### config.mk
export PLATFORM = sky130hd
export DESIGN_NAME = adq_calc
export DESIGN_NICKNAME = d
export VERILOG_FILES = /design/src/adq_pkg.sv /design/src/adq_calc.sv /design/src/adq_quad_track.sv
export SDC_FILE = /design/constraint.sdc
export NUM_CORES = 1
export LEC_CHECK = 0
export BUFFER_PORTS_ARGS = -buffer_cell sky130_fd_sc_hd__buf_4
export CORE_ASPECT_RATIO = 0.75
export CORE_MARGIN = 2
export CORE_UTILIZATION = 52
export DETAILED_ROUTE_END_ITERATION = 10
export HOLD_SLACK_MARGIN = 0.08
export PLACE_DENSITY_LB_ADDON = 0.2
export SYNTH_ARGS = -nofsm -noshare
export SYNTH_HDL_FRONTEND = slang
export SYNTH_SLANG_ARGS = --single-unit
### constraint.sdc
create_clock -name clk -period 2.67 [get_ports clk]
set_input_delay 0.534 -clock clk [delete_from_list [all_inputs] [get_ports clk]]
set_output_delay 0.534 -clock clk [all_outputs]
set_load 0.02 [all_outputs]
### src/adq_pkg.sv
// Purpose: Shared constants and types of the difference and quadrature calculator
// Assumes: 32-bit AXI4-Lite register access, 10 MHz system clock
// Notes:   Control word layout is fixed by the packed struct member order

package adq_pkg;

  localparam int unsigned CODE_W     = 12;
  localparam int unsigned CALC_W     = 13;
  localparam int unsigned CNT_W      = 10;
  localparam int unsigned ADDR_W     = 8;
  localparam int unsigned CTRL_W     = 6;
  localparam int unsigned FRAME_BITS = 32;

  // Register byte offsets
  localparam logic [ADDR_W-1:0] OFF_CTRL   = 8'h00;
  localparam logic [ADDR_W-1:0] OFF_STATUS = 8'h04;
  localparam logic [ADDR_W-1:0] OFF_DIFF   = 8'h08;
  localparam logic [ADDR_W-1:0] OFF_QUAD   = 8'h0C;
  localparam logic [ADDR_W-1:0] OFF_CODES  = 8'h10;

  localparam logic [CTRL_W-1:0] CTRL_RST     = 6'h00;
  localparam logic [2:0]        QUAD_CHANNEL = 3'h6;
  localparam logic [4:0]        LAST_POS     = 5'h1F;
  localparam logic [2:0]        LEAD_ZEROS   = 3'h0;
  localparam logic [CALC_W-1:0] DIFF_OFFSET  = 13'h0001;

  localparam logic [1:0] RESP_OKAY   = 2'h0;
  localparam logic [1:0] RESP_SLVERR = 2'h2;

  // Bit 0 is the input type select, bits 3:1 the channel select
  typedef struct packed {
    logic       straight_binary;
    logic       calc_enable;
    logic [2:0] channel_select;
    logic       input_type_select;
  } adq_ctrl_t;

  typedef struct packed {
    logic             phase_a;
    logic             phase_b;
    logic             dir;
    logic [CNT_W-1:0] count;
  } adq_quad_t;

  typedef enum logic [1:0] {
    ST_IDLE   = 2'b00,
    ST_LOAD   = 2'b01,
    ST_ACTIVE = 2'b10
  } adq_state_t;

endpackage

### src/adq_calc.sv
// Purpose: Difference and quadrature calculator behind a dual converter serial readout
// Assumes: sclk and frame_select_n are asynchronous and much slower than clk
// Notes:   Registers over AXI4-Lite; both data lines share one enable
`timescale 1ns/1ps
`default_nettype none

module adq_calc
  import adq_pkg::*;
(
  // Clock and reset
  input  wire logic              clk,
  input  wire logic              sys_rst,
  // AXI4-Lite write channels
  input  wire logic [ADDR_W-1:0] s_axi_awaddr,
  input  wire logic              s_axi_awvalid,
  output logic                   s_axi_awready,
  input  wire logic [31:0]       s_axi_wdata,
  input  wire logic [3:0]        s_axi_wstrb,
  input  wire logic              s_axi_wvalid,
  output logic                   s_axi_wready,
  output logic [1:0]             s_axi_bresp,
  output logic                   s_axi_bvalid,
  input  wire logic              s_axi_bready,
  // AXI4-Lite read channels
  input  wire logic [ADDR_W-1:0] s_axi_araddr,
  input  wire logic              s_axi_arvalid,
  output logic                   s_axi_arready,
  output logic [31:0]            s_axi_rdata,
  output logic [1:0]             s_axi_rresp,
  output logic                   s_axi_rvalid,
  input  wire logic              s_axi_rready,
  // Converter results
  input  wire logic [CODE_W-1:0] conv_code_a,
  input  wire logic [CODE_W-1:0] conv_code_b,
  // Serial link
  input  wire logic              sclk,
  input  wire logic              frame_select_n,
  output logic                   dout_a,
  output logic                   dout_a_oe,
  output logic                   dout_b,
  output logic                   dout_b_oe
);

  adq_ctrl_t         ctrl_reg;
  adq_state_t        state_reg;
  adq_quad_t         quad;
  logic [4:0]        pos_reg;
  logic [31:0]       frame_a_reg;
  logic [31:0]       frame_b_reg;
  logic              oe_reg;
  logic [CODE_W-1:0] code_a_reg;
  logic [CODE_W-1:0] code_b_reg;
  logic [CALC_W-1:0] diff_reg;
  logic              frame_quad_reg;
  logic              frame_calc_reg;

  // Link synchronisers and edge history
  logic sclk_s1_reg;
  logic sclk_s2_reg;
  logic sclk_d_reg;
  logic fsn_s1_reg;
  logic fsn_s2_reg;
  logic fsn_d_reg;
  logic sclk_fall;
  logic fs_fall;
  logic fs_rise;

  always_ff @(posedge clk) begin
    if (sys_rst) begin
      sclk_s1_reg <= 1'b0;
      sclk_s2_reg <= 1'b0;
      sclk_d_reg  <= 1'b0;
      fsn_s1_reg  <= 1'b1;
      fsn_s2_reg  <= 1'b1;
      fsn_d_reg   <= 1'b1;
    end else begin
      sclk_s1_reg <= sclk;
      sclk_s2_reg <= sclk_s1_reg;
      sclk_d_reg  <= sclk_s2_reg;
      fsn_s1_reg  <= frame_select_n;
      fsn_s2_reg  <= fsn_s1_reg;
      fsn_d_reg   <= fsn_s2_reg;
    end
  end

  assign sclk_fall = sclk_d_reg & ~sclk_s2_reg;
  assign fs_fall   = fsn_d_reg & ~fsn_s2_reg;
  assign fs_rise   = ~fsn_d_reg & fsn_s2_reg;

  // Mode decode
  logic quad_mode;
  logic quad_step;

  assign quad_mode = ~ctrl_reg.input_type_select && (ctrl_reg.channel_select == QUAD_CHANNEL);
  assign quad_step = fs_fall && (state_reg == ST_IDLE) && quad_mode;

  // Sampling at the start of a frame
  always_ff @(posedge clk) begin
    if (sys_rst) begin
      code_a_reg     <= 12'h000;
      code_b_reg     <= 12'h000;
      diff_reg       <= 13'h0000;
      frame_quad_reg <= 1'b0;
      frame_calc_reg <= 1'b0;
    end else if (fs_fall && state_reg == ST_IDLE) begin
      code_a_reg     <= conv_code_a;
      code_b_reg     <= conv_code_b;
      // Fixed one-count low bias kept on purpose: the host corrects it
      diff_reg       <= CALC_W'({1'b0, conv_code_a} - {1'b0, conv_code_b} - DIFF_OFFSET);
      frame_quad_reg <= quad_mode;
      frame_calc_reg <= ctrl_reg.calc_enable;
    end
  end

  adq_quad_track u_quad (
    .clk      (clk),
    .sys_rst  (sys_rst),
    .step     (quad_step),
    .phase_in ({conv_code_a[CODE_W-1], conv_code_b[CODE_W-1]}),
    .quad_out (quad)
  );

  // Frame words, MSB shifted out first
  logic [CALC_W-1:0] calc_word;
  logic [15:0]       second_b;
  logic [31:0]       word_a;
  logic [31:0]       word_b;

  assign calc_word = frame_quad_reg ? CALC_W'(quad) : diff_reg;
  assign second_b  = frame_calc_reg ? {2'b00, calc_word, 1'b0} : {LEAD_ZEROS, code_a_reg, 1'b0};
  assign word_a    = {LEAD_ZEROS, code_a_reg, 1'b0, LEAD_ZEROS, code_b_reg, 1'b0};
  assign word_b    = {LEAD_ZEROS, code_b_reg, 1'b0, second_b};

  // Frame sequencer; a clock fall in the same cycle as the select fall is ignored
  always_ff @(posedge clk) begin
    if (sys_rst) begin
      state_reg   <= ST_IDLE;
      pos_reg     <= 5'h00;
      frame_a_reg <= 32'h0000_0000;
      frame_b_reg <= 32'h0000_0000;
      oe_reg      <= 1'b0;
    end else begin
      case (state_reg)
        ST_IDLE: begin
          if (fs_fall) begin
            state_reg   <= ST_LOAD;
            pos_reg     <= 5'h00;
            frame_a_reg <= 32'h0000_0000;
            frame_b_reg <= 32'h0000_0000;
            oe_reg      <= 1'b1;
          end
        end
        ST_LOAD: begin
          if (fs_rise) begin
            state_reg <= ST_IDLE;
            oe_reg    <= 1'b0;
          end else if (sclk_fall) begin
            state_reg   <= ST_ACTIVE;
            pos_reg     <= 5'h01;
            frame_a_reg <= {word_a[30:0], 1'b0};
            frame_b_reg <= {word_b[30:0], 1'b0};
          end else begin
            state_reg   <= ST_ACTIVE;
            frame_a_reg <= word_a;
            frame_b_reg <= word_b;
          end
        end
        ST_ACTIVE: begin
          if (fs_rise || (sclk_fall && pos_reg == LAST_POS)) begin
            state_reg   <= ST_IDLE;
            pos_reg     <= 5'h00;
            frame_a_reg <= 32'h0000_0000;
            frame_b_reg <= 32'h0000_0000;
            oe_reg      <= 1'b0;
          end else if (sclk_fall) begin
            pos_reg     <= 5'(pos_reg + 5'h01);
            frame_a_reg <= {frame_a_reg[30:0], 1'b0};
            frame_b_reg <= {frame_b_reg[30:0], 1'b0};
          end
        end
        default: begin
          state_reg <= ST_IDLE;
          oe_reg    <= 1'b0;
        end
      endcase
    end
  end

  assign dout_a    = frame_a_reg[31];
  assign dout_b    = frame_b_reg[31];
  assign dout_a_oe = oe_reg;
  assign dout_b_oe = oe_reg;

  // AXI4-Lite write path: address and data accepted in either order
  logic              aw_got_reg;
  logic              w_got_reg;
  logic [ADDR_W-1:0] awaddr_reg;
  logic [31:0]       wdata_reg;
  logic [3:0]        wstrb_reg;
  logic              bvalid_reg;
  logic [1:0]        bresp_reg;
  logic              aw_take;
  logic              w_take;
  logic              do_write;
  logic [ADDR_W-1:0] wr_addr;
  logic [31:0]       wr_data;
  logic [3:0]        wr_strb;
  logic              wr_mapped;

  assign s_axi_awready = ~aw_got_reg & ~bvalid_reg;
  assign s_axi_wready  = ~w_got_reg & ~bvalid_reg;
  assign aw_take       = s_axi_awvalid & s_axi_awready;
  assign w_take        = s_axi_wvalid & s_axi_wready;
  assign do_write      = (aw_got_reg | aw_take) & (w_got_reg | w_take);
  assign wr_addr       = aw_got_reg ? awaddr_reg : s_axi_awaddr;
  assign wr_data       = w_got_reg ? wdata_reg : s_axi_wdata;
  assign wr_strb       = w_got_reg ? wstrb_reg : s_axi_wstrb;
  assign wr_mapped     = (wr_addr == OFF_CTRL) || (wr_addr == OFF_STATUS) || (wr_addr == OFF_DIFF)
                         || (wr_addr == OFF_QUAD) || (wr_addr == OFF_CODES);

  always_ff @(posedge clk) begin
    if (sys_rst) begin
      aw_got_reg <= 1'b0;
      w_got_reg  <= 1'b0;
      awaddr_reg <= 8'h00;
      wdata_reg  <= 32'h0000_0000;
      wstrb_reg  <= 4'h0;
      bvalid_reg <= 1'b0;
      bresp_reg  <= RESP_OKAY;
    end else if (do_write) begin
      aw_got_reg <= 1'b0;
      w_got_reg  <= 1'b0;
      bvalid_reg <= 1'b1;
      bresp_reg  <= wr_mapped ? RESP_OKAY : RESP_SLVERR;
    end else begin
      if (aw_take) begin
        aw_got_reg <= 1'b1;
        awaddr_reg <= s_axi_awaddr;
      end
      if (w_take) begin
        w_got_reg <= 1'b1;
        wdata_reg <= s_axi_wdata;
        wstrb_reg <= s_axi_wstrb;
      end
      if (bvalid_reg && s_axi_bready) begin
        bvalid_reg <= 1'b0;
      end
    end
  end

  // Only the control word is writable; writes to read-only words are dropped
  always_ff @(posedge clk) begin
    if (sys_rst) begin
      ctrl_reg <= CTRL_RST;
    end else if (do_write && wr_addr == OFF_CTRL && wr_strb[0]) begin
      ctrl_reg <= wr_data[CTRL_W-1:0];
    end
  end

  assign s_axi_bvalid = bvalid_reg;
  assign s_axi_bresp  = bresp_reg;

  // AXI4-Lite read path
  logic        rvalid_reg;
  logic [31:0] rdata_reg;
  logic [1:0]  rresp_reg;
  logic [31:0] rd_mux;
  logic        rd_mapped;
  logic        diff_valid;

  // Fully differential codes are not straight binary, so the difference is flagged
  assign diff_valid    = ctrl_reg.straight_binary;
  assign s_axi_arready = ~rvalid_reg;

  always_comb begin
    rd_mux    = 32'h0000_0000;
    rd_mapped = 1'b1;
    case (s_axi_araddr)
      OFF_CTRL:   rd_mux = {26'h0, ctrl_reg};
      OFF_STATUS: rd_mux = {29'h0, (state_reg != ST_IDLE), diff_valid, quad_mode};
      OFF_DIFF:   rd_mux = {19'h0, diff_reg};
      OFF_QUAD:   rd_mux = {19'h0, quad};
      OFF_CODES:  rd_mux = {4'h0, code_b_reg, 4'h0, code_a_reg};
      default:    rd_mapped = 1'b0;
    endcase
  end

  always_ff @(posedge clk) begin
    if (sys_rst) begin
      rvalid_reg <= 1'b0;
      rdata_reg  <= 32'h0000_0000;
      rresp_reg  <= RESP_OKAY;
    end else if (s_axi_arvalid && s_axi_arready) begin
      rvalid_reg <= 1'b1;
      rdata_reg  <= rd_mux;
      rresp_reg  <= rd_mapped ? RESP_OKAY : RESP_SLVERR;
    end else if (rvalid_reg && s_axi_rready) begin
      rvalid_reg <= 1'b0;
    end
  end

  assign s_axi_rvalid = rvalid_reg;
  assign s_axi_rdata  = rdata_reg;
  assign s_axi_rresp  = rresp_reg;

  AST_OE_ON_FRAME: assert property (@(posedge clk) disable iff (sys_rst)
    state_reg == ST_IDLE && fs_fall |=> oe_reg && state_reg == ST_LOAD)
    else $error("data lines not enabled after frame select fall");

  AST_RELEASE_RISE: assert property (@(posedge clk) disable iff (sys_rst)
    state_reg != ST_IDLE && fs_rise |=> !oe_reg)
    else $error("data lines not released on frame select rise");

  AST_RELEASE_LAST: assert property (@(posedge clk) disable iff (sys_rst)
    state_reg == ST_ACTIVE && sclk_fall && pos_reg == LAST_POS |=> !oe_reg && state_reg == ST_IDLE)
    else $error("data lines not released at the last clock fall");

  AST_LEAD_ZEROS: assert property (@(posedge clk) disable iff (sys_rst)
    $rose(oe_reg) |-> !dout_a && !dout_b ##1 (!dout_a && !dout_b))
    else $error("leading zero missing");

  AST_DIFF_CALC: assert property (@(posedge clk) disable iff (sys_rst)
    state_reg == ST_IDLE && fs_fall |=> diff_reg == CALC_W'({1'b0, $past(conv_code_a)} - {1'b0, $past(conv_code_b)} - 13'h0001))
    else $error("difference not A minus B minus one");

  AST_SIGN_SLOT: assert property (@(posedge clk) disable iff (sys_rst)
    state_reg == ST_LOAD && !fs_rise && !sclk_fall && frame_calc_reg && !frame_quad_reg
    |=> frame_b_reg[13] == diff_reg[CALC_W-1] && frame_b_reg[12:1] == diff_reg[CODE_W-1:0])
    else $error("difference sign or value misplaced in frame");

  AST_QUAD_GATE: assert property (@(posedge clk) disable iff (sys_rst)
    state_reg == ST_IDLE && fs_fall && !(!ctrl_reg.input_type_select && ctrl_reg.channel_select == 3'h6)
    |=> $stable(quad))
    else $error("quadrature stepped outside its channel setting");

  AST_BVALID_HOLD: assert property (@(posedge clk) disable iff (sys_rst)
    s_axi_bvalid && !s_axi_bready |=> s_axi_bvalid && $stable(s_axi_bresp))
    else $error("write response dropped before acceptance");

endmodule

`default_nettype wire

### src/adq_quad_track.sv
// Purpose: Quadrant, direction and step counter tracking of two phase-shifted inputs
// Assumes: step pulses once per sampled frame while the quadrature channel is selected
// Notes:   The first sample only primes the tracker; a two-quadrant jump holds direction and count
`timescale 1ns/1ps
`default_nettype none

module adq_quad_track
  import adq_pkg::*;
(
  // Clock and reset
  input  wire logic       clk,
  input  wire logic       sys_rst,
  // Sample strobe and phase bits
  input  wire logic       step,
  input  wire logic [1:0] phase_in,
  // Result
  output var  adq_quad_t  quad_out
);

  logic [1:0]       prev_reg;
  logic             primed_reg;
  logic             dir_reg;
  logic [CNT_W-1:0] count_reg;
  logic             fwd;
  logic             bwd;
  logic             a_toggle;

  // Reference rotation walks 00, 01, 11, 10
  assign fwd      = (phase_in == {prev_reg[0], ~prev_reg[1]});
  assign bwd      = (phase_in == {~prev_reg[0], prev_reg[1]});
  assign a_toggle = (phase_in[1] != prev_reg[1]);

  always_ff @(posedge clk) begin
    if (sys_rst) begin
      prev_reg   <= 2'h0;
      primed_reg <= 1'b0;
    end else if (step) begin
      prev_reg   <= phase_in;
      primed_reg <= 1'b1;
    end
  end

  always_ff @(posedge clk) begin
    if (sys_rst) begin
      dir_reg <= 1'b0;
    end else if (step && primed_reg) begin
      if (fwd) begin
        dir_reg <= 1'b0;
      end else if (bwd) begin
        dir_reg <= 1'b1;
      end
    end
  end

  // Phase A changes twice per period, so counting its edges gives two steps
  always_ff @(posedge clk) begin
    if (sys_rst) begin
      count_reg <= 10'h000;
    end else if (step && primed_reg && a_toggle) begin
      if (fwd) begin
        count_reg <= CNT_W'(count_reg + 10'h001);
      end else if (bwd) begin
        count_reg <= CNT_W'(count_reg - 10'h001);
      end
    end
  end

  assign quad_out = '{phase_a: prev_reg[1], phase_b: prev_reg[0], dir: dir_reg, count: count_reg};

  AST_CNT_UP: assert property (@(posedge clk) disable iff (sys_rst)
    step && primed_reg && fwd && a_toggle |=> count_reg == CNT_W'($past(count_reg) + 10'h001))
    else $error("step counter did not increment");

  AST_CNT_DOWN: assert property (@(posedge clk) disable iff (sys_rst)
    step && primed_reg && bwd && a_toggle |=> count_reg == CNT_W'($past(count_reg) - 10'h001))
    else $error("step counter did not decrement");

  AST_DIR_REVERSE: assert property (@(posedge clk) disable iff (sys_rst)
    step && primed_reg && bwd |=> dir_reg ##1 (dir_reg || $past(step)))
    else $error("direction bit not high after reverse step");

  AST_CNT_HOLD: assert property (@(posedge clk) disable iff (sys_rst)
    !step |=> $stable(count_reg))
    else $error("step counter changed without a sample");

endmodule

`default_nettype wire

# Word-level counts from Yosys, hierarchy flattened
# Index checks and enable logic that the tools add are counted.
[op_classes] reduce_logical=34 eq_ne=21 addsub=5 n_mux=42 bitwise_logic=21
[op_table] cell="32-bit 2-to-1 mux" n=7
[op_table] cell="32-bit one-hot mux with 3 select lines" n=2
[op_table] cell="28-bit one-hot mux with 5 select lines" n=1
[op_table] cell="30-bit 2-to-1 mux" n=2
[op_table] cell="8-bit by 4-bit equality test with 1-bit output, second input constant" n=4
[op_table] cell="5-bit 2-to-1 mux" n=5
[op_table] cell="10-bit 2-to-1 mux" n=2
[op_table] cell="8-bit by 3-bit equality test with 1-bit output, second input constant" n=2
[op_table] cell="8-bit by 5-bit equality test with 1-bit output, second input constant" n=2
[op_table] cell="8-bit zero test" n=2
[op_table] cell="5-bit one-hot mux with 3 select lines" n=1
[op_table] cell="14-bit 2-to-1 mux" n=1
[op_table] cell="13-bit 2-to-1 mux" n=1
[op_table] cell="12-bit by 12-bit subtractor with 13-bit output" n=1
[op_table] cell="13-bit by 1-bit subtractor with 13-bit output, second input constant" n=1
[op_table] cell="1-bit logical AND" n=11
[op_table] cell="1-bit 2-to-1 mux" n=11
[op_table] cell="1-bit NOT" n=11
[op_table] cell="10-bit by 1-bit adder with 10-bit output, second input constant" n=1
[op_table] cell="2-bit 2-to-1 mux" n=5
[op_table] cell="2-bit != test, second input constant" n=5
[op_table] cell="2-bit AND reduction" n=5
[op_table] cell="10-bit by 1-bit subtractor with 10-bit output, second input constant" n=1
[op_table] cell="1-bit AND" n=8
[op_table] cell="22 further kinds" n=31
[totals] elab_cells=157 register_bits=192 inputBits=85

# Depth between registers and ports, before layout
# Gate-level depths: netlist (run 1).
[depth] depth_word=7 ltp_mapped=12 ltp_nobuf=10

# By module
# A second synthesis (run 1) with hierarchy kept.
[hier_totals] cells_unflattened=1124 hier_area_um2=9101.2
[by_module_without_submodules] module="adq_calc" instances=1 area_per_inst_um2=8104.0 cells_per_inst=1011
[by_module_without_submodules] module="adq_quad_track" instances=1 area_per_inst_um2=997.2 cells_per_inst=113

# Least setup slack after synthesis (run 1)
# Ideal clock, no wire load.
[synth_path] path_type="input to register" startpoint="input port conv_code_b[11]" endpoint="register u_quad.count_reg[6]" path_buffers=1 t_arrival_ns=2.737 path_slack_ns=-0.183 cell_stages=11 setup_time_ns=0.116 required_time_ns=2.554 cell_sequence="clkbuf_1 -> xnor2_1 -> nor2_1 -> inv_1 -> ha_1 -> nor2b_1 -> o31a_1 -> o21a_1 -> nor2_1 -> mux2_2 -> a31o_2"
[synth_between] elab_chain_cells=3 elab_cells_between_ends=5 cone_classes="2 x eq/ne; 1 x mux; 2 x reduce/logical"
[synth_lines] item="from (decl)" line="adq_calc.sv:34" text="input wire logic [CODE_W-1:0] conv_code_b,"
[synth_lines] item="2-bit equality test, on equally long branches" line="adq_quad_track.sv:30, adq_quad_track.sv:29"
[synth_lines] item="2-bit nonzero test (no line)"
[synth_lines] item="2-bit AND reduction (no line)"
[synth_lines] item="to (signal assigned)" line="adq_quad_track.sv:61" text="count_reg <= CNT_W'(count_reg + 10'h001);"
[synth_lines] item="to (signal assigned)" line="adq_quad_track.sv:63" text="count_reg <= CNT_W'(count_reg - 10'h001);"
[synth_lines] item="to (decl)" line="adq_quad_track.sv:23" text="logic [CNT_W-1:0] count_reg;"
# Several ways; a longest one is shown, not always the timed one.
# A chain may end at the register's enable or synchronous reset.

# Final worst setup path (run 1)
[layout_path] startpoint="register u_quad.prev_reg[0]" endpoint="register u_quad.count_reg[9]"
[layout_between] elab_chain_cells=4 elab_cells_between_ends=6 cone_classes="2 x eq/ne; 1 x mux; 1 x bitwise; 2 x reduce/logical"
[layout_lines] item="from (decl)" line="adq_quad_track.sv:20" text="logic [1:0] prev_reg;"
[layout_lines] item="from (signal assigned)" line="adq_quad_track.sv:38" text="prev_reg <= phase_in;"
[layout_lines] item="1-bit NOT" line="adq_quad_track.sv:30" text="assign bwd = (phase_in == {~prev_reg[0], prev_reg[1]});"
[layout_lines] item="2-bit equality test" line="adq_quad_track.sv:30"
[layout_lines] item="2-bit nonzero test (no line)"
[layout_lines] item="2-bit AND reduction (no line)"
# Several ways; a longest one is shown, not always the timed one.

==> results of run 1 <==
==> cells in the final DEF, fill, tap and decap left out, drive strengths merged, types with 5 or more instances in the layout <==
| cell | n |
|---|---|
| and3 | 7 |
| o21a | 6 |
| clkbuf | 20 |
| a22oi | 66 |
| o22ai | 13 |
| a211oi | 9 |
| nand3 | 20 |
| inv | 32 |
| dfxtp | 181 |
| xnor2 | 7 |
| a2bb2oi | 5 |
| nand3b | 6 |
| a221oi | 27 |
| mux2 | 6 |
| a21oi | 88 |
| nor2 | 145 |
| a31oi | 5 |
| nand4 | 6 |
| o21ai | 52 |
| nand2b | 8 |
| conb | 9 |
| nor2b | 11 |
| nor3 | 25 |
| mux2i | 56 |
| a31o | 7 |
| buf | 132 |
| or4 | 6 |
| or2 | 7 |
| nand2 | 112 |
| ha | 25 |
==> path summary, 6_finish.rpt <==
path,start,to,slack (ns),depth (start not counted)
max reg2reg,u_quad.prev_reg[0],u_quad.count_reg[9],0.18,10
min,s_axi_rready,s_axi_rvalid,0.29,2
min reg2reg,fsn_s1_reg,fsn_s2_reg,0.42,1
max,u_quad.prev_reg[0],u_quad.count_reg[9],0.18,10
==> metal layers <==
metal,global-route usage [%],wire (um)
met1,38.6,11600
met2,38.8,9590
met3,5.27,1700
met4,6.54,316
met5,0,0
==> layout make-up <==
type,instances,area share [%]
repair buffers,132,9.63
multi-input cells,782,46.2
clock inverters,12,1.57
inverters,28,1.01
clock buffers,20,4.37
well taps,215,2.57
flip-flops and latches,181,34.7
==> repair_timing <==
action | CTS | global route
setup endpoints to repair | 0 | 1
hold endpoints to repair | 0 | 0
gates resized for setup | 0 | 3
==> stage by stage <==
step,setup WS (ns),cells,hold slack (ns),utilization (%),setup TNS (ns)
6_report,0.185,1370,0.288,62.3,0
5_1_grt,0.0118,1370,0.282,62.3,0
4_1_cts,0.156,1370,0.279,62.3,0
3_5_place_dp,-0.0530,1338,0.411,58.6,-0.0530
3_3_place_gp,0.00930,1338,0.410,58.6,0
2_1_floorplan,0.0308,1080,0.389,-,0
==> logic make-up (layout without fill, tap and decap cells) <==
family	Yosys count	after routing	synth area share, %
compound gates	301	301	22.1
xor+xnor	11	11	1.08
fa+ha+maj	27	27	3.97
buf+inv	117	192	5.56
flops	181	181	40.7
mux	64	64	7.57
other cells	1	9	0.0422
simple gates	370	370	19.0
==> power by group through the flow <==
stage	Combinational [W]	Clock [W]	Sequential [W]
2_1_floorplan	0.000686	0	0.00288
3_3_place_gp	0.000988	0	0.00290
3_5_place_dp	0.000997	0	0.00290
4_1_cts	0.00100	0.00267	0.00284
5_1_grt	0.00112	0.00279	0.00285
6_report	0.00101	0.00263	0.00284
==> critical path, stage by stage, from the launching register on <==
cell	delay, ns
sky130_fd_sc_hd__dfxtp_2	0.37
sky130_fd_sc_hd__xor2_1	0.18
sky130_fd_sc_hd__nor2_1	0.19
sky130_fd_sc_hd__inv_2	0.10
sky130_fd_sc_hd__ha_1	0.30
sky130_fd_sc_hd__a211oi_1	0.34
sky130_fd_sc_hd__o21bai_1	0.16
sky130_fd_sc_hd__a21o_1	0.22
sky130_fd_sc_hd__a2111oi_1	0.41
sky130_fd_sc_hd__a311oi_1	0.08
sky130_fd_sc_hd__nand4_1	0.08
==> Implementation_results.wiki, run 1 <==
{| class="wikitable"
! Metric !! Value
|-
| Outcome || finished, final reports clean
|-
| Register area || 0.00362 mm^2
|-
| Crit end category || flip-flop
|-
| Cell types with the highest counts after synthesis || sky130_fd_sc_hd__dfxtp_1 (181), sky130_fd_sc_hd__nor2_1 (145), sky130_fd_sc_hd__nand2_1 (112), sky130_fd_sc_hd__a21oi_1 (87), sky130_fd_sc_hd__a22oi_1 (66)
|-
| Static leakage || 4.04 nW
|-
| Final critical-path share of the clock period || 93.1%
|-
| Total global routing overflow || 0
|-
| Fraction of power consumed by combinational cells || 15.7%
|-
| Max_slew headroom || 28.1%
|-
| TritonCTS clock tree || yes
|-
| Post-CTS setup buffer count || 0
|-
| Number of register bits inferred by synthesis || 181
|-
| Power per standard cell area || 620 mW/mm^2
|-
| Count of routing violations after the opening detailed-route iteration || 896
|-
| Syn avg cell area || 8.30 um^2
|-
| Most common flop cell mapped by yosys || sky130_fd_sc_hd__dfxtp_1
|-
| Vias in the first global route || 7290
|-
| Area contributors post-synth || sky130_fd_sc_hd__dfxtp_1 (41%), sky130_fd_sc_hd__mux2i_1 (6.3%), sky130_fd_sc_hd__nor2_1 (6.1%), sky130_fd_sc_hd__a22oi_1 (5.6%), sky130_fd_sc_hd__a21oi_1 (4.9%)
|-
| Number of enable flip-flop cells after synthesis || 0
|-
| Clock group share of total power || 40.5%
|-
| Final WL || 23200 um
|-
| Worst endpoint required time || 3.04 ns
|-
| Number of I/O port buffers || 91
|-
| Number of nets at the end of the flow || 1254
|-
| Signal arrival time at the worst endpoint || 2.86 ns
|-
| Min-Delay Path Class || input pin to flip-flop
|-
| VDD IR-drop max || 382 uV
|-
| Proportion of synthesized flip-flops having asynchronous set or reset || 0%
|-
| Die outline area || 0.0182 mm^2
|-
| Final count of pins violating max slew || 0
|-
| TritonCTS Buffers || 17
|-
| Detail Route Antenna Nets || 0
|-
| Detailed-route DRC error count || 0
|-
| Cell chosen for the clock root || sky130_fd_sc_hd__clkbuf_16
|-
| TritonCTS Sinks || 181
|-
| Unrepaired setup endpoints after global routing || false
|-
| Setup-failing EPs final || 0
|-
| Share of the yosys chip area belonging to registers || 40.7%
|-
| Number of library cell types mapped by synthesis || 63
|-
| H-tree levels || 4
|-
| Fmax || 402 MHz
|-
| First-pass detailed-route iteration total || 5
|-
| Switching portion of total power || 28.1%
|-
| Minimum period implied by the final worst setup slack || 2.49 ns
|-
| Boundary Pins || 130
|-
| Post-DP HPWL || 16500 um
|-
| Via density per instance || 5.96
|-
| Actual transition at the worst max-transition pin || 1.08 ns
|-
| Number of hold buffers added after CTS || 0
|-
| Final Total Pwr || 0.00648 W
|-
| Die outline height || 117 um
|-
| Number of failing hold endpoints at the final stage || 0
|-
| Initial Utilization || 53.0%
|-
| Max-capacitance violation count || 0
|-
| Standard cell area after detailed placement || 0.00983 mm^2
|-
| Multi-input gate area in the final layout || 0.00483 mm^2
|-
| Startpoint Class || flip-flop
|-
| Fraction of synthesized cell area taken by the top area cell type || 40.7%
|-
| Initial antenna violation count || 0
|-
| Maximum number of pins on one net before global-route repair || 57
|-
| Routed via count || 8169
|-
| Clk pin slew, worst setup/hold paths || 0.07 ns
|-
| Total routing usage reported by global routing || 26.0%
|-
| Count of synthesis-stage warnings from yosys || 0
|-
| Cells after synthesis || 1072
|-
| Area of the core region || 0.0168 mm^2
|-
| Switching Power || 0.00182 W
|-
| Setup Skew || 0.00849 ns
|-
| Design area || 0.0105 mm^2
|-
| Worst skew pair latency || 0.43 ns
|-
| Max FO, Critical Path || 5
|-
| Share of post-route cells with drive strength above 1 || 16.8%
|-
| Global-route wire length before repair || 37700 um
|-
| Largest area contributor in the synthesized netlist || sky130_fd_sc_hd__dfxtp_1
|-
| Dominant cell by count in the synthesized netlist || sky130_fd_sc_hd__dfxtp_1
|-
| Int Pwr || 0.00466 W
|-
| Classification of the worst setup path || flip-flop to flip-flop
|-
| Standard-cell rows || 41
|-
| Maximum buffer depth of the clock tree || 2
|-
| Area growth from synthesis to layout || 17.6%
|-
| Post-Synthesis Cell Area || 0.00889 mm^2
|-
| Filler cells || 1459
|-
| Placer Congestion || 0.937
|-
| Seq pwr share || 43.8%
|-
| X dimension of the die || 155 um
|-
| Number of diodes added for antenna fixing || 0
|-
| Drt wl/cell || 16.9 um
|}
Power figures use the tool's default switching activity.
==> run 2: changes to the inputs <==
--- a/config.mk
+++ b/config.mk
@@ -7,7 +7,7 @@
 export LEC_CHECK = 0
 export BUFFER_PORTS_ARGS = -buffer_cell sky130_fd_sc_hd__buf_4
 export CORE_ASPECT_RATIO = 0.75
-export CORE_MARGIN = 2
+export CORE_MARGIN = 10
 export CORE_UTILIZATION = 52
 export DETAILED_ROUTE_END_ITERATION = 10
 export HOLD_SLACK_MARGIN = 0.08
==> run 2 against run 1 <==
Effect of this change: clock skew decreased by 0.00087 ns; final cell count shrank 0.22%; die area up 25%; register-to-register slack better by 0.06 ns; highest routed layer unchanged.
==> Implementation_results.wiki, run 2 (synthesis gave the netlist of run 1 again) <==
{| class="wikitable"
! Metric !! Value
|-
| Outcome || finished, final reports clean (unchanged)
|-
| Maximum buffer depth of the clock tree || 2 (unchanged)
|-
| Number of I/O port buffers || 91 (unchanged)
|-
| Initial antenna violation count || 0 (unchanged)
|-
| Total global routing overflow || 0 (unchanged)
|-
| Cell chosen for the clock root || sky130_fd_sc_hd__clkbuf_16 (unchanged)
|-
| Worst path top cell family by delay || compound AO/OA/AOI/OAI gates (unchanged)
|-
| Min-Delay Path Class || input pin to flip-flop (unchanged)
|-
| Standard-cell rows || 41 (unchanged)
|-
| Number of nets at the end of the flow || 1251 (was 1254)
|-
| Most common cell after layout, fill and taps aside || sky130_fd_sc_hd__dfxtp_1 (unchanged)
|-
| Design area || 0.0104 mm^2 (was 0.0105 mm^2)
|-
| Number of failing hold endpoints at the final stage || 0 (unchanged)
|-
| Startpoint Class || flip-flop (unchanged)
|-
| Aggregate negative setup slack || 0 ns (unchanged)
|-
| Final Total Pwr || 0.00630 W (was 0.00648 W)
|-
| Standard cell area after detailed placement || 0.00984 mm^2 (was 0.00983 mm^2)
|-
| Max_slew headroom || 20.7% (was 28.1%)
|-
| Critical path's slowest cell || sky130_fd_sc_hd__a2111oi_0 (was sky130_fd_sc_hd__a2111oi_1)
|-
| End of the worst hold path || fsn_s1_reg (was s_axi_rvalid)
|-
| Final WL || 24400 um (was 23200 um)
|-
| Total routing usage reported by global routing || 20.8% (was 26.0%)
|-
| Place WS || -0.00718 ns (was -0.0530 ns)
|-
| TritonCTS Sinks || 181 (unchanged)
|-
| X dimension of the die || 171 um (was 155 um)
|-
| Worst hold path cell count || 2 (unchanged)
|-
| First-pass detailed-route iteration total || 5 (unchanged)
|-
| Area of the core region || 0.0168 mm^2 (about the same)
|-
| Cell depth of the worst flop-to-flop path || 10 (unchanged)
|-
| Area growth from synthesis to layout || 16.9% (was 17.6%)
|-
| R2R Path End || u_quad.count_reg[9] (unchanged)
|-
| DP Cell Count || 1335 (was 1338)
|-
| Via density per instance || 5.96 (about the same)
|-
| Max-capacitance violation count || 0 (unchanged)
|-
| Global-route wire length before repair || 38400 um (was 37700 um)
|-
| VDD IR-drop max || 368 uV (was 382 uV)
|-
| Internal reg-to-reg setup slack || 0.25 ns (was 0.18 ns)
|-
| Maximum number of pins on one net before global-route repair || 58 (was 57)
|-
| TritonCTS Buffers || 17 (unchanged)
|-
| Static leakage || 4.02 nW (was 4.04 nW)
|-
| Minimum period implied by the final worst setup slack || 2.42 ns (was 2.49 ns)
|-
| Power per standard cell area || 606 mW/mm^2 (was 620 mW/mm^2)
|-
| Worst Path Buf+Inv || 1 (unchanged)
|-
| Boundary Pins || 130 (unchanged)
|-
| Worst endpoint required time || 3.05 ns (was 3.04 ns)
|-
| Cell-by-cell trace of the critical path || xor2_1 -> nor2_1 -> inv_2 -> ha_1 -> a211oi_1 -> o21bai_1 -> a21o_1 -> a2111oi_0 -> a311oi_1 -> nand4_1 (was xor2_1 -> nor2_1 -> inv_2 -> ha_1 -> a211oi_1 -> o21bai_1 -> a21o_1 -> a2111oi_1 -> a311oi_1 -> nand4_1)
|-
| Fmax || 413 MHz (was 402 MHz)
|-
| Routed via count || 8151 (was 8169)
|-
| Crit end category || flip-flop (unchanged)
|-
| Number of diodes added for antenna fixing || 0 (unchanged)
|-
| Clk pin slew, worst setup/hold paths || 0.07 ns (about the same)
|-
| Max FO, Critical Path || 5 (unchanged)
|-
| Commonest non-fill, non-tap cells in the layout || sky130_fd_sc_hd__dfxtp_1 (180), sky130_fd_sc_hd__nor2_1 (144), sky130_fd_sc_hd__buf_4 (125), sky130_fd_sc_hd__nand2_1 (112), sky130_fd_sc_hd__a21oi_1 (87) (was sky130_fd_sc_hd__dfxtp_1 (180), sky130_fd_sc_hd__nor2_1 (144), sky130_fd_sc_hd__buf_4 (130), sky130_fd_sc_hd__nand2_1 (112), sky130_fd_sc_hd__a21oi_1 (87))
|-
| Worst skew pair latency || 0.43 ns (about the same)
|-
| Post-DP HPWL || 17200 um (was 16500 um)
|-
| Placer Congestion || 0.892 (was 0.937)
|-
| Die outline area || 0.0228 mm^2 (was 0.0182 mm^2)
|-
| Actual transition at the worst max-transition pin || 1.19 ns (was 1.08 ns)
|-
| Initial Utilization || 52.9% (was 53.0%)
|-
| Post-CTS setup buffer count || 0 (unchanged)
|-
| Drt wl/cell || 17.8 um (was 16.9 um)
|-
| Signal arrival time at the worst endpoint || 2.80 ns (was 2.86 ns)
|-
| Final critical-path share of the clock period || 90.7% (was 93.1%)
|-
| Die outline height || 133 um (was 117 um)
|-
| Hold path startpoint || frame_select_n (was s_axi_rready)
|-
| Critical R2R Launch || u_quad.prev_reg[0] (unchanged)
|-
| Count of routing violations after the opening detailed-route iteration || 799 (was 896)
|-
| Worst-case setup margin in the final layout || 0.250 ns (was 0.185 ns)
|-
| Final count of pins violating max slew || 0 (unchanged)
|-
| Unrepaired setup endpoints after global routing || false (unchanged)
|-
| Final cell count without fillers || 1367 (was 1370)
|-
| Detailed-route DRC error count || 0 (unchanged)
|-
| Setup-failing EPs final || 0 (unchanged)
|-
| Vias in the first global route || 7307 (was 7290)
|-
| Classification of the worst setup path || flip-flop to flip-flop (unchanged)
|-
| Detail Route Antenna Nets || 0 (unchanged)
|-
| Share of post-route cells with drive strength above 1 || 16.7% (was 16.8%)
|-
| TritonCTS clock tree || yes (unchanged)
|-
| Setup Skew || 0.00762 ns (was 0.00849 ns)
|-
| H-tree levels || 4 (unchanged)
|-
| Delay of the slowest critical-path stage || 0.40 ns (was 0.41 ns)
|}
run 2: metrics by stage:
stage	hold slack (ns)	utilization (%)
after global placement	0.408	58.5
after detailed placement	0.411	58.5
after global routing	0.269	61.8
after CTS	0.275	61.8
after floorplan	0.389	-
final	0.281	61.8
run 2: worst reg2reg max path: cells and delay by family, from the launching register on:
family / cells / cell delay [ns]
AOI/OAI and AO/OA: 5 / 1.18
xor gates and xnor gates: 1 / 0.18
adders and majority gates: 1 / 0.30
buffers and inverters: 1 / 0.10
DFF: 1 / 0.35
and+or+nand+nor: 2 / 0.25
run 2: final cells by class:
cell class,count,area [um^2]
clock buffer,18,439
inverter,28,105
tap,215,269
fill,1537,6420
clock inverter,14,124
sequential,181,3620
multi-input combinational,782,4830
timing repair buffer,129,1010
run 2: worst max path at each step:
stage	start	endpoint	slack [ns]	depth (start not counted)
final	u_quad.prev_reg[0]	u_quad.count_reg[9]	0.25	10
after detailed placement	conv_code_a[11]	u_quad.count_reg[9]	-0.007	11
after global placement	conv_code_a[11]	u_quad.count_reg[9]	-0.007	11
after global routing	u_quad.prev_reg[0]	u_quad.count_reg[9]	0.03	10
after CTS	u_quad.prev_reg[0]	u_quad.count_reg[9]	0.22	10
after floorplan	conv_code_b[11]	u_quad.count_reg[6]	0.03	11
run 2: what timing repair did:
action	in CTS	in global routing
setup endpoints to repair	0	1
resized for setup	0	2
hold buffers	0	0
run 2: power breakdown:
part / leakage [nW] / internal, W / switching, W / total, W
logic: 2.27 / 0.000368 / 0.000662 / 0.00103
registers: 1.46 / 0.00276 / 0.0000773 / 0.00284
clock network: 0.281 / 0.00132 / 0.00111 / 0.00243
total: 4.02 / 0.00445 / 0.00185 / 0.00630
run 2: layer usage:
metal,track usage [%],part of all wire [%],up-vias
li1,-,-,3973
met1,30.2,48,3845
met2,28.9,41,298
met4,6.07,1.6,0
met3,5.73,9.0,35
met5,0,0,-
==> run 3: changes to the inputs <==
--- a/config.mk
+++ b/config.mk
@@ -8,10 +8,10 @@
 export BUFFER_PORTS_ARGS = -buffer_cell sky130_fd_sc_hd__buf_4
 export CORE_ASPECT_RATIO = 0.75
 export CORE_MARGIN = 10
-export CORE_UTILIZATION = 52
+export CORE_UTILIZATION = 58
 export DETAILED_ROUTE_END_ITERATION = 10
 export HOLD_SLACK_MARGIN = 0.08
-export PLACE_DENSITY_LB_ADDON = 0.2
+export PLACE_DENSITY = 0.85
 export SYNTH_ARGS = -nofsm -noshare
 export SYNTH_HDL_FRONTEND = slang
 export SYNTH_SLANG_ARGS = --single-unit
==> constraint.sdc (replaced) <==
create_clock -name clk -period 2.4 [get_ports clk]
set_input_delay 0.36 -clock clk [delete_from_list [all_inputs] [get_ports clk]]
set_output_delay 0.36 -clock clk [all_outputs]
set_load 0.02 [all_outputs]
==> run 3 against run 2 <==
Effect of this change: non-clock buffer count is 10 higher; first-iteration DRC count is 20% higher; via count is 3.1% higher; die area is 9.0% lower; sequential share of layout area is 0.71 points lower; sequential cell count stayed put; largest cell class unchanged.
==> Implementation_results.wiki, run 3 (synthesis gave the netlist of run 1 again) <==
{| class="wikitable"
! Metric !! Value
|-
| Outcome || finished, final reports clean (unchanged)
|-
| Via density per instance || 6.15 (was 5.96)
|-
| Vias in the first global route || 7789 (was 7307)
|-
| Global-route wire length before repair || 40300 um (was 38400 um)
|-
| Die outline area || 0.0207 mm^2 (was 0.0228 mm^2)
|-
| Filler cells || 1174 (was 1537)
|-
| Area of the core region || 0.0151 mm^2 (was 0.0168 mm^2)
|-
| Internal reg-to-reg setup slack || 0.09 ns (was 0.25 ns)
|-
| Static leakage || 4.12 nW (was 4.02 nW)
|-
| Power per standard cell area || 681 mW/mm^2 (was 606 mW/mm^2)
|-
| Final cell count without fillers || 1367 (unchanged)
|-
| Aggregate negative setup slack || 0 ns (unchanged)
|-
| Utilization after layout || 70.2% (was 61.8%)
|-
| Standard-cell rows || 39 (was 41)
|-
| X dimension of the die || 163 um (was 171 um)
|-
| Final count of pins violating max slew || 0 (unchanged)
|-
| Max-capacitance violation count || 0 (unchanged)
|-
| Area growth from synthesis to layout || 19.4% (was 16.9%)
|-
| Hold path startpoint || s_axi_rready (was frame_select_n)
|-
| TritonCTS clock tree || yes (unchanged)
|-
| Total routing usage reported by global routing || 23.6% (was 20.8%)
|-
| Final critical-path share of the clock period || 96.4% (was 90.7%)
|-
| Setup Skew || 0.0110 ns (was 0.00762 ns)
|-
| Post-DP HPWL || 17800 um (was 17200 um)
|-
| R2R Path End || u_quad.count_reg[6] (was u_quad.count_reg[9])
|-
| Design area || 0.0106 mm^2 (was 0.0104 mm^2)
|-
| Number of I/O port buffers || 91 (unchanged)
|-
| Fmax || 432 MHz (was 413 MHz)
|-
| Cell depth of the worst flop-to-flop path || 10 (unchanged)
|-
| Cell chosen for the clock root || sky130_fd_sc_hd__clkbuf_16 (unchanged)
|-
| Initial Utilization || 58.8% (was 52.9%)
|-
| DP Cell Count || 1334 (was 1335)
|-
| Most common cell after layout, fill and taps aside || sky130_fd_sc_hd__dfxtp_1 (unchanged)
|-
| Setup-failing EPs final || 0 (unchanged)
|-
| Count of routing violations after the opening detailed-route iteration || 955 (was 799)
|-
| TritonCTS Sinks || 181 (unchanged)
|-
| Placer Congestion || 0.949 (was 0.892)
|-
| End of the worst hold path || s_axi_rvalid (was fsn_s1_reg)
|-
| Worst skew pair latency || 0.44 ns (was 0.43 ns)
|-
| TritonCTS Buffers || 17 (unchanged)
|-
| Worst endpoint required time || 2.73 ns (was 3.05 ns)
|-
| Share of post-route cells with drive strength above 1 || 18.4% (was 16.7%)
|-
| Signal arrival time at the worst endpoint || 2.65 ns (was 2.80 ns)
|-
| Standard cell area after detailed placement || 0.00996 mm^2 (was 0.00984 mm^2)
|-
| Max_slew headroom || 30.4% (was 20.7%)
|-
| Total global routing overflow || 0 (unchanged)
|-
| Drt wl/cell || 18.5 um (was 17.8 um)
|-
| Crit end category || flip-flop (unchanged)
|-
| First-pass detailed-route iteration total || 6 (was 5)
|-
| Maximum buffer depth of the clock tree || 2 (unchanged)
|-
| Startpoint Class || flip-flop (unchanged)
|-
| Classification of the worst setup path || flip-flop to flip-flop (unchanged)
|-
| Boundary Pins || 130 (unchanged)
|-
| H-tree levels || 4 (unchanged)
|-
| Detailed-route DRC error count || 0 (unchanged)
|-
| VDD IR-drop max || 546 uV (was 368 uV)
|-
| Number of nets at the end of the flow || 1261 (was 1251)
|-
| Routed via count || 8405 (was 8151)
|-
| Number of failing hold endpoints at the final stage || 0 (unchanged)
|-
| Actual transition at the worst max-transition pin || 1.04 ns (was 1.19 ns)
|-
| Number of diodes added for antenna fixing || 0 (unchanged)
|-
| Clk pin slew, worst setup/hold paths || 0.08 ns (was 0.07 ns)
|-
| Critical R2R Launch || u_quad.prev_reg[0] (unchanged)
|-
| Max FO, Critical Path || 5 (unchanged)
|-
| Die outline height || 127 um (was 133 um)
|-
| Final WL || 25300 um (was 24400 um)
|-
| Min-Delay Path Class || input pin to flip-flop (unchanged)
|-
| Commonest non-fill, non-tap cells in the layout || sky130_fd_sc_hd__dfxtp_1 (179), sky130_fd_sc_hd__nor2_1 (142), sky130_fd_sc_hd__buf_4 (133), sky130_fd_sc_hd__nand2_1 (112), sky130_fd_sc_hd__a21oi_1 (87) (was sky130_fd_sc_hd__dfxtp_1 (180), sky130_fd_sc_hd__nor2_1 (144), sky130_fd_sc_hd__buf_4 (125), sky130_fd_sc_hd__nand2_1 (112), sky130_fd_sc_hd__a21oi_1 (87))
|-
| Initial antenna violation count || 0 (unchanged)
|-
| Detail Route Antenna Nets || 0 (unchanged)
|-
| Maximum number of pins on one net before global-route repair || 49 (was 58)
|-
| Number of hold buffers added after CTS || 0 (unchanged)
|-
| Minimum period implied by the final worst setup slack || 2.31 ns (was 2.42 ns)
|-
| Worst hold path cell count || 2 (unchanged)
|}
## run 3: worst max-delay path, cell delays in order (launching register included)
cell and delay (ns):
sky130_fd_sc_hd__dfxtp_2 0.34, sky130_fd_sc_hd__xor2_2 0.19, sky130_fd_sc_hd__nor2_4 0.13, sky130_fd_sc_hd__inv_4 0.07, sky130_fd_sc_hd__ha_4 0.24, sky130_fd_sc_hd__nor2b_4 0.12
sky130_fd_sc_hd__o31a_1 0.30, sky130_fd_sc_hd__o21a_1 0.18, sky130_fd_sc_hd__nor2_1 0.12, sky130_fd_sc_hd__mux2_4 0.31, sky130_fd_sc_hd__a31o_2 0.20
## run 3: power breakdown
group / total [W] / switching [W] / internal (W)
clock network: 0.00287 / 0.00137 / 0.00150
registers: 0.00316 / 0.0000863 / 0.00307
logic: 0.00120 / 0.000755 / 0.000450
total: 0.00724 / 0.00221 / 0.00503
## run 3: what timing repair did
action / 4_1_cts / 5_1_grt
pin swaps: 0 / 3
setup buffers: 0 / 1
endpoints found under the setup margin: 1 / 6
resized for setup: 3 / 10
## run 3: final cells by class
cell class                      count  area, um^2  area share (%)
Clock buffer                       17         425            4.00
Clock inverter                     15         186            1.76
Inverter                           28         108            1.01
Multi-Input combinational cell    782        4910            46.2
Sequential cell                   181        3630            34.1
Tap cell                          205         256            2.41
Timing Repair Buffer              139        1110            10.4
## run 3: layer usage
metal / share of wire [%] / vias to the layer above / GRT usage, %
met5: 0 / - / 0
met4: 1.5 / 0 / 6.08
met3: 10 / 35 / 6.64
met2: 44 / 384 / 36.2
met1: 44 / 3988 / 32.0
li1: - / 3998 / -
## run 3: worst max path at each step
stage / startpoint / end / slack [ns] / depth (start not counted)
after CTS: u_quad.prev_reg[0] / u_quad.count_reg[6] / 0.03 / 10
after detailed placement: conv_code_a[11] / u_quad.count_reg[9] / -0.14 / 11
after global routing: u_quad.prev_reg[0] / u_quad.count_reg[9] / -0.04 / 10
final: u_quad.prev_reg[0] / u_quad.count_reg[6] / 0.09 / 10
after global placement: conv_code_a[11] / u_quad.count_reg[6] / -0.07 / 11
after floorplan: conv_code_b[11] / u_quad.count_reg[6] / -0.03 / 11
## run 3: stage by stage
stage	worst slack (ns)	power [W]	hold slack (ns)
2_1_floorplan	-0.0286	0.00397	0.389
4_1_cts	0.0286	0.00722	0.0856
3_3_place_gp	-0.0669	0.00437	0.407
5_1_grt	-0.0433	0.00748	0.102
6_report	0.0862	0.00724	0.0958
3_5_place_dp	-0.137	0.00439	0.419
